$ cat src/hw/fmd_pkg.sv
// Shared constants for the fan ramp and floor duty controller
package fmd_pkg;

    // ------------------------------------------------------------
    // Widths
    // ------------------------------------------------------------
    localparam int DUTY_W    = 8;
    localparam int TEMP_W    = 8;
    localparam int ADDR_W    = 8;
    localparam int RATE_W    = 3;
    localparam int NUM_CH    = 3;
    localparam int SLOT_CNT_W = 25;

    // ------------------------------------------------------------
    // Register offsets
    // ------------------------------------------------------------
    localparam logic [ADDR_W-1:0] ADDR_ACOU_B  = 8'h63;
    localparam logic [ADDR_W-1:0] ADDR_FLOOR_1 = 8'h64;
    localparam logic [ADDR_W-1:0] ADDR_FLOOR_2 = 8'h65;
    localparam logic [ADDR_W-1:0] ADDR_FLOOR_3 = 8'h66;
    localparam logic [ADDR_W-1:0] ADDR_START_1 = 8'h67;
    localparam logic [ADDR_W-1:0] ADDR_START_L = 8'h68;
    localparam logic [ADDR_W-1:0] ADDR_START_2 = 8'h69;

    // ------------------------------------------------------------
    // Reset values
    // ------------------------------------------------------------
    localparam logic [DUTY_W-1:0] RST_ACOU_B = 8'h00;
    localparam logic [DUTY_W-1:0] RST_FLOOR  = 8'h80;
    localparam logic [TEMP_W-1:0] RST_START  = 8'h5A;
    localparam logic [DUTY_W-1:0] DUTY_OFF   = 8'h00;
    localparam logic [DUTY_W-1:0] RDATA_NONE = 8'h00;

    // ------------------------------------------------------------
    // Fields of the acoustic control register
    // ------------------------------------------------------------
    localparam int OUT3_RATE_LSB = 0;
    localparam int OUT3_ON_BIT   = 3;
    localparam int OUT2_RATE_LSB = 4;
    localparam int OUT2_ON_BIT   = 7;

    // Duty increase per time slot for each rate code
    localparam logic [DUTY_W-1:0] RAMP_STEP [0:7] = '{
        8'h01, 8'h02, 8'h03, 8'h05, 8'h08, 8'h0C, 8'h18, 8'h30
    };

    // ------------------------------------------------------------
    // Time slot
    // ------------------------------------------------------------
    localparam int CLK_PERIOD_NS = 10;
    localparam int SLOT_TIME_NS  = 205000000;
    localparam int SLOT_CYCLES_DFLT = SLOT_TIME_NS / CLK_PERIOD_NS;

endpackage

$ cat src/hw/fmd_ch_if.sv
// Per-channel carrier between the controller, duty gate and ramp
interface fmd_ch_if;
    import fmd_pkg::*;
    logic [TEMP_W-1:0] temp;
    logic [TEMP_W-1:0] start;
    logic [DUTY_W-1:0] floor;
    logic [DUTY_W-1:0] calc;
    logic [DUTY_W-1:0] target;
    logic              on;
    logic [RATE_W-1:0] rate;
    logic              tick;
    logic [DUTY_W-1:0] duty;

    modport gate (input temp, start, floor, calc, output target);
    modport ramp (input target, on, rate, tick, output duty);
endinterface

$ cat src/hw/fmd_duty_gate.sv
// Turns a channel temperature into the duty that its fan should reach
module fmd_duty_gate (
    // Clock and reset
    input  wire logic ref_clk_i,
    input  wire logic sys_rst_i,
    // Channel
    fmd_ch_if.gate    ch
);
    import fmd_pkg::*;

    logic [DUTY_W-1:0] target_reg;
    logic [DUTY_W-1:0] target_next;

    // Below the start temperature the fan stays off; above it the span
    // result is never allowed under the floor duty
    always_comb begin
        target_next = DUTY_OFF;
        if (ch.temp > ch.start) begin
            target_next = (ch.calc < ch.floor) ? ch.floor : ch.calc;
        end
    end

    always_ff @(posedge ref_clk_i or posedge sys_rst_i) begin
        if (sys_rst_i) begin
            target_reg <= DUTY_OFF;
        end else begin
            target_reg <= target_next;
        end
    end

    assign ch.target = target_reg;
endmodule // fmd_duty_gate

$ cat src/hw/fmd_ramp.sv
// Steps one fan drive duty toward its target at the selected rate
module fmd_ramp (
    // Clock and reset
    input  wire logic ref_clk_i,
    input  wire logic sys_rst_i,
    // Channel
    fmd_ch_if.ramp    ch
);
    import fmd_pkg::*;

    logic [DUTY_W-1:0] duty_reg;
    logic [DUTY_W-1:0] duty_next;
    logic [DUTY_W-1:0] step;
    logic [DUTY_W-1:0] gap;

    always_comb begin
        step      = RAMP_STEP[ch.rate];
        gap       = DUTY_OFF;
        duty_next = duty_reg;
        if (!ch.on) begin
            duty_next = ch.target;
        end else if (ch.tick) begin
            if (ch.target > duty_reg) begin
                gap       = ch.target - duty_reg;
                duty_next = (gap <= step) ? ch.target : duty_reg + step;
            end else if (ch.target < duty_reg) begin
                gap       = duty_reg - ch.target;
                duty_next = (gap <= step) ? ch.target : duty_reg - step;
            end
        end
    end

    always_ff @(posedge ref_clk_i or posedge sys_rst_i) begin
        if (sys_rst_i) begin
            duty_reg <= DUTY_OFF;
        end else begin
            duty_reg <= duty_next;
        end
    end

    assign ch.duty = duty_reg;
endmodule // fmd_ramp

$ cat src/hw/fmd_ctrl.sv
// Fan ramp rate, floor duty and start temperature controller top
//
// Summary of operation
// Bits 2:0 pick output 3 ramp rate
// Enabled ramp steps gradually toward new duty
// Bits 6:4 pick output 2 ramp rate
// Rate codes give steps 1,2,3,5,8,12,24,48
// Bit 3 enables ramping on output 3
// Bit 7 enables ramping on output 2
// Floor duty scales linearly, zero means off
// Floor duty writes ignored in automatic mode
// Acoustic register read-only once lock set (here only while cfg_lock_i is high, not latched)
// Three start temperatures, consecutive, default 90
// Above start temperature fan runs from floor
// Floor duty registers reset to half duty
// Output 1 ramp lives in another register
// Ramp disabled means direct jump to duty
module fmd_ctrl #(
    parameter int unsigned SLOT_CYCLES = fmd_pkg::SLOT_CYCLES_DFLT
) (
    // Clock and reset
    input  wire logic                         ref_clk_i,
    input  wire logic                         sys_rst_i,
    // Register port
    input  wire logic [fmd_pkg::ADDR_W-1:0]   reg_addr_i,
    input  wire logic [fmd_pkg::DUTY_W-1:0]   reg_wdata_i,
    input  wire logic                         reg_wr_i,
    input  wire logic                         reg_rd_i,
    output logic      [fmd_pkg::DUTY_W-1:0]   reg_rdata_o,
    // Mode inputs from the surrounding controller
    input  wire logic                         cfg_lock_i,
    input  wire logic                         auto_mode_i,
    // Measured temperatures
    input  wire logic [fmd_pkg::TEMP_W-1:0]   remote1_temp_i,
    input  wire logic [fmd_pkg::TEMP_W-1:0]   local_temp_i,
    input  wire logic [fmd_pkg::TEMP_W-1:0]   remote2_temp_i,
    // Span-derived duties
    input  wire logic [fmd_pkg::DUTY_W-1:0]   span_duty_1_i,
    input  wire logic [fmd_pkg::DUTY_W-1:0]   span_duty_2_i,
    input  wire logic [fmd_pkg::DUTY_W-1:0]   span_duty_3_i,
    // Fan drive duties
    output logic      [fmd_pkg::DUTY_W-1:0]   fan_drive_out_1_o,
    output logic      [fmd_pkg::DUTY_W-1:0]   fan_drive_out_2_o,
    output logic      [fmd_pkg::DUTY_W-1:0]   fan_drive_out_3_o
);
    import fmd_pkg::*;

    // ------------------------------------------------------------
    // Register file
    // ------------------------------------------------------------
    logic [DUTY_W-1:0] acou_reg;
    logic [DUTY_W-1:0] acou_next;
    logic [DUTY_W-1:0] floor_reg  [NUM_CH];
    logic [DUTY_W-1:0] floor_next [NUM_CH];
    logic [TEMP_W-1:0] start_reg  [NUM_CH];
    logic [TEMP_W-1:0] start_next [NUM_CH];
    logic [DUTY_W-1:0] rdata_reg;
    logic [DUTY_W-1:0] rdata_next;

    logic [ADDR_W-1:0] floor_addr [NUM_CH];
    logic [ADDR_W-1:0] start_addr [NUM_CH];

    assign floor_addr[0] = ADDR_FLOOR_1;
    assign floor_addr[1] = ADDR_FLOOR_2;
    assign floor_addr[2] = ADDR_FLOOR_3;
    assign start_addr[0] = ADDR_START_1;
    assign start_addr[1] = ADDR_START_L;
    assign start_addr[2] = ADDR_START_2;

    always_comb begin
        acou_next  = acou_reg;
        floor_next = floor_reg;
        start_next = start_reg;
        rdata_next = RDATA_NONE;
        // Lock blocks acoustic and start writes only while cfg_lock_i is high; it is not latched
        if (reg_wr_i && !cfg_lock_i && reg_addr_i == ADDR_ACOU_B) begin
            acou_next = reg_wdata_i;
        end
        for (int i = 0; i < NUM_CH; i++) begin
            // Auto mode owns the floors, so software cannot pull them
            if (reg_wr_i && !auto_mode_i
                && reg_addr_i == floor_addr[i]) begin
                floor_next[i] = reg_wdata_i;
            end
            if (reg_wr_i && !cfg_lock_i
                && reg_addr_i == start_addr[i]) begin
                start_next[i] = reg_wdata_i;
            end
        end
        if (reg_rd_i) begin
            if (reg_addr_i == ADDR_ACOU_B) begin
                rdata_next = acou_reg;
            end
            for (int i = 0; i < NUM_CH; i++) begin
                if (reg_addr_i == floor_addr[i]) begin
                    rdata_next = floor_reg[i];
                end
                if (reg_addr_i == start_addr[i]) begin
                    rdata_next = start_reg[i];
                end
            end
        end
    end

    always_ff @(posedge ref_clk_i or posedge sys_rst_i) begin
        if (sys_rst_i) begin
            acou_reg  <= RST_ACOU_B;
            rdata_reg <= RDATA_NONE;
            for (int i = 0; i < NUM_CH; i++) begin
                floor_reg[i] <= RST_FLOOR;
                start_reg[i] <= RST_START;
            end
        end else begin
            acou_reg   <= acou_next;
            rdata_reg  <= rdata_next;
            floor_reg  <= floor_next;
            start_reg  <= start_next;
        end
    end

    assign reg_rdata_o = rdata_reg;

    // ------------------------------------------------------------
    // Time slot generator
    // ------------------------------------------------------------
    // One shared slot keeps both ramped outputs in step with each other
    logic [SLOT_CNT_W-1:0] slot_cnt_reg;
    logic [SLOT_CNT_W-1:0] slot_cnt_next;
    logic                  tick_reg;
    logic                  tick_next;

    always_comb begin
        tick_next     = 1'b0;
        slot_cnt_next = slot_cnt_reg + SLOT_CNT_W'(1);
        if (slot_cnt_reg == SLOT_CNT_W'(SLOT_CYCLES - 1)) begin
            slot_cnt_next = '0;
            tick_next     = 1'b1;
        end
    end

    always_ff @(posedge ref_clk_i or posedge sys_rst_i) begin
        if (sys_rst_i) begin
            slot_cnt_reg <= '0;
            tick_reg     <= 1'b0;
        end else begin
            slot_cnt_reg <= slot_cnt_next;
            tick_reg     <= tick_next;
        end
    end

    // ------------------------------------------------------------
    // Channels
    // ------------------------------------------------------------
    logic [TEMP_W-1:0] temp_arr [NUM_CH];
    logic [DUTY_W-1:0] span_arr [NUM_CH];
    logic              on_arr   [NUM_CH];
    logic [RATE_W-1:0] rate_arr [NUM_CH];

    assign temp_arr[0] = remote1_temp_i;
    assign temp_arr[1] = local_temp_i;
    assign temp_arr[2] = remote2_temp_i;
    assign span_arr[0] = span_duty_1_i;
    assign span_arr[1] = span_duty_2_i;
    assign span_arr[2] = span_duty_3_i;

    // Output 1 has its ramp controls elsewhere, so here it always jumps
    assign on_arr[0]   = 1'b0;
    assign rate_arr[0] = '0;
    assign on_arr[1]   = acou_reg[OUT2_ON_BIT];
    assign rate_arr[1] = acou_reg[OUT2_RATE_LSB +: RATE_W];
    assign on_arr[2]   = acou_reg[OUT3_ON_BIT];
    assign rate_arr[2] = acou_reg[OUT3_RATE_LSB +: RATE_W];

    fmd_ch_if ch_if [NUM_CH] ();

    for (genvar g = 0; g < NUM_CH; g++) begin : g_ch
        assign ch_if[g].temp  = temp_arr[g];
        assign ch_if[g].start = start_reg[g];
        assign ch_if[g].floor = floor_reg[g];
        assign ch_if[g].calc  = span_arr[g];
        assign ch_if[g].on    = on_arr[g];
        assign ch_if[g].rate  = rate_arr[g];
        assign ch_if[g].tick  = tick_reg;

        fmd_duty_gate u_gate (
            .ref_clk_i (ref_clk_i),
            .sys_rst_i (sys_rst_i),
            .ch        (ch_if[g])
        );

        fmd_ramp u_ramp (
            .ref_clk_i (ref_clk_i),
            .sys_rst_i (sys_rst_i),
            .ch        (ch_if[g])
        );
    end

    // Duties come straight from the ramp flip-flops
    assign fan_drive_out_1_o = ch_if[0].duty;
    assign fan_drive_out_2_o = ch_if[1].duty;
    assign fan_drive_out_3_o = ch_if[2].duty;

    // Tracks which floors software has written since reset
    logic [NUM_CH-1:0] floor_wr_seen_reg;

    always_ff @(posedge ref_clk_i or posedge sys_rst_i) begin
        if (sys_rst_i) begin
            floor_wr_seen_reg <= '0;
        end else begin
            for (int i = 0; i < NUM_CH; i++) begin
                if (reg_wr_i && reg_addr_i == floor_addr[i]) begin
                    floor_wr_seen_reg[i] <= 1'b1;
                end
            end
        end
    end

    for (genvar g = 0; g < NUM_CH; g++) begin : g_chk

    end
endmodule // fmd_ctrl

$ cat config.mk
export PLATFORM = sky130hd
export DESIGN_NAME = fmd_ctrl
export DESIGN_NICKNAME = d
export VERILOG_FILES = /design/src/hw/fmd_pkg.sv /design/src/hw/fmd_ch_if.sv /design/src/hw/fmd_duty_gate.sv /design/src/hw/fmd_ramp.sv /design/src/hw/fmd_ctrl.sv
export SDC_FILE = /design/constraint.sdc
export NUM_CORES = 1
export LEC_CHECK = 0
export BUFFER_PORTS_ARGS = -buffer_cell sky130_fd_sc_hd__buf_2
export CAP_MARGIN = 15
export CORE_ASPECT_RATIO = 1.5
export CORE_MARGIN = 2
export CORE_UTILIZATION = 65
export DETAILED_ROUTE_END_ITERATION = 8
export PLACE_DENSITY = 0.87
export SLEW_MARGIN = 0
export SYNTH_ARGS = -nofsm -noshare
export SYNTH_HDL_FRONTEND = slang
export SYNTH_SLANG_ARGS = --single-unit
$ cat constraint.sdc
create_clock -name ref_clk_i -period 7.41 [get_ports ref_clk_i]
set_input_delay 0 -clock ref_clk_i [delete_from_list [all_inputs] [get_ports ref_clk_i]]
set_output_delay 0 -clock ref_clk_i [all_outputs]
set_load 0.005 [all_outputs]
==> key figures <==
Outcome
  – Status: complete, no violations

Power
  – Power per cell area: 199 mW/mm2
  – Leakage Power: 5.72 nW
  – Total power: 2.41 mW
  – Worst IR Drop VDD: around 0.16 mV

Global routing
  – Vias in the first global route: 9,505
  – First-pass GRT wire length: roughly 47,000 um
  – Largest net degree at the start of global routing: 86
  – GRT Total Usage: a little over a third
  – GRT overflow: 0
  – Initial antenna violation count: 1

Worst setup path
  – Worst setup path category: reg2reg
  – Critical Path Start: g_ch[2].u_ramp.ch.duty[1]
  – Crit path DAT: 5.01 ns
  – CP Launch Type: register
  – Crit-path max FO: 9
  – WP data required: 7.77 ns
  – FF-to-FF Start: g_ch[2].u_ramp.ch.duty[1]
  – Critical path endpoint category: register
  – Reg2Reg Depth: 16

Clocking
  – CTS max path bufs: 2
  – Post-CTS sizing: 0
  – Total CTS buffers: 17
  – Clock Sinks: 138
  – CTS tree: done
  – CTS H-tree depth: 4
  – CTS root buf: clkbuf_16
  – Clk Latency, worst-skew pair: 0.43 ns
  – Reg clk slew, reported paths: around 0.06 ns

Floorplan
  – DIE HEIGHT: 159 um
  – Core region area: about 0.016 mm2
  – Io pins: 102
  – Die X: 107 um
  – Starting Density: 66.6%
  – Die footprint: 0.0171 mm2
  – Row count: 56

Place
  – Pre-CTS WS: 2.81 ns
  – IO buf count: 101
  – Hpwl dp: 20,500 um
  – Placed Area: between 0.01 and 0.015 mm2
  – Routability Congestion: between 0.9 and 1

Yosys
  – Area leader, netlist: dfrtp_1
  – Warnings, synthesis: 0
  – Library cells used by synthesis: 76
  – Most used flip-flop cell after synthesis: dfrtp_1
  – Top post-synthesis cells by area: dfrtp_1 30%, ha_1 15%, inv_1 4.2%
  – Asr flop ratio synth: 100%
  – Number of synthesized flops with an enable pin: 0
  – Syn_area_per_cell: 9.23 um2
  – Mapped Cells: between 1,000 and 1,500
  – Seq/Total Area, Yosys: about a third
  – Mapped Area: between 0.01 and 0.015 mm2
  – Syn nets: roughly 1,300
  – #FFs+latches synth: 138
  – Top cell type's share of synthesized area: 29.6%

STA
  – Final worst slack: 2.76 ns
  – RSZ-0062 raised after global routing: no
  – Final setup fails: 0
  – Fmax: 215 MHz
  – Hold Violations, Final: 0
  – Setup_tns: 0 ns
  – Slew @ Worst Pin: 1.15 ns
  – Hold_ws: roughly 0.030 ns
  – Final Skew: 0.0130 ns
  – Final period utilization: 62.8%
  – Slew Limit Fails: 0
  – Slew Limit Headroom: a little under a quarter
  – Period minus WS final: 4.65 ns

Worst hold path
  – Hold path depth: 3
  – HP Start: auto_mode_i
  – Worst hold path class: in2reg

Routing
  – Drt first pass iters: 7
  – Post-route DRC: 0
  – DRT Wirelength: 29,300 um
  – Number of vias per cell: about 6.4
  – Routed wire per std cell: 19.8 um
  – Via Count: between 9,000 and 10,000
  – Iter 0 DRT Violations: 723
  – Antenna viol nets, final: 0

Final layout
  – Commonest non-fill, non-tap cell in the layout: ha_1
  – Layout area overhead: 16.0%
  – Max reg flops: 25
  – Layout cells sized above 1: 17.4%
  – Final net count: approximately 1,500
  – Most frequent cells in the layout: 126 x ha_1, 123 x dfrtp_1, 116 x inv_1, 101 x buf_2, 73 x o21ai_0
  – Fillers: between 900 and 1,000
  – Fin area: 0.0121 mm2

Flow run
  – Max-Cap Viols: 0
## routing by layer
metal | routed length [um] | part of all wire [%] | track usage, % | up-vias
met5 | 0 | 0 | 0 | -
met4 | 1720 | 5.9 | 19.0 | 0
met3 | 2180 | 7.4 | 5.69 | 121
met2 | 14500 | 49 | 58.7 | 505
met1 | 11000 | 37 | 42.7 | 4563
li1 | - | - | - | 4335
## path summary, 6_finish.rpt
kind	endpoint	slack, ns
setup / recovery	g_ch[2].u_ramp.ch.duty[1]	2.76
hold / removal	ch_if[0].floor[3]	0.03
setup reg to reg	g_ch[2].u_ramp.ch.duty[1]	2.76
hold reg to reg	g_ch[0].u_ramp.ch.duty[3]	0.35
max in group asynchronous	ch_if[2].start[6]	6.23
min in group asynchronous	ch_if[1].start[0]	0.17
## layout make-up
type	count	area [um2]	area share, %
Clock inverter	14	174	1.44
Timing Repair Buffer	139	898	7.44
Multi-Input combinational cell	849	6400	53.0
Antenna cell	1	2.50	0.0207
Clock buffer	18	429	3.56
Sequential cell	138	3470	28.8
Tap cell	203	254	2.10
Inverter	117	444	3.68
## critical path, stage by stage (launching register included)
cell,delay (ns)
dfrtp_1,0.56
inv_1,0.19
ha_1,0.35
nor2b_1,0.14
o21a_1,0.17
or2_2,0.29
a21o_1,0.18
a21oi_1,0.17
xnor2_1,0.08
ha_1,0.21
a2111oi_0,0.37
a21oi_1,0.15
or3b_2,0.51
o31ai_2,0.61
o221ai_1,0.26
o21ai_0,0.16
o311a_1,0.21
## Yosys cell counts, drive strengths merged (15+ instances only)
master  number
dfstp       15
nor2        64
o21ai       79
dfrtp      123
a21oi       51
nand3       53
xnor2       26
inv        117
a21o        25
or2         15
mux2        38
nor2b       18
ha         126
nand2b      22
a21boi      25
xor2        19
o21a        25
nand2       67
clkbuf      17
a22oi       19
## report_power, final
group	internal [mW]	switching, mW
clock	0.531	0.350
combinational	0.304	0.399
sequential	0.787	0.0347
## stage by stage
| step | util (%) | cells |
|---|---|---|
| 3_5_place_dp | 71.0 | 1410 |
| 3_3_place_gp | 71.0 | 1410 |
| 2_1_floorplan | - | 1128 |
| 6_report | 77.3 | 1479 |
| 5_1_grt | 77.3 | 1479 |
| 4_1_cts | 77.1 | 1477 |
## what timing repair did
item	CTS	global route
hold buffers	35	0
endpoints found under the hold margin	123	0
setup buffers	0	0
## kinds of logic after synthesis
kind of cell	share of synthesized area, %
AO/OA/AOI/OAI	21.3
AND/OR/NAND/NOR	15.1
buffers and inverters	5.35
flip-flops	33.4
adder cells (fa/ha/maj)	16.7
XOR/XNOR	3.79
multiplexers	4.40
Power figures use the tool's default switching activity.
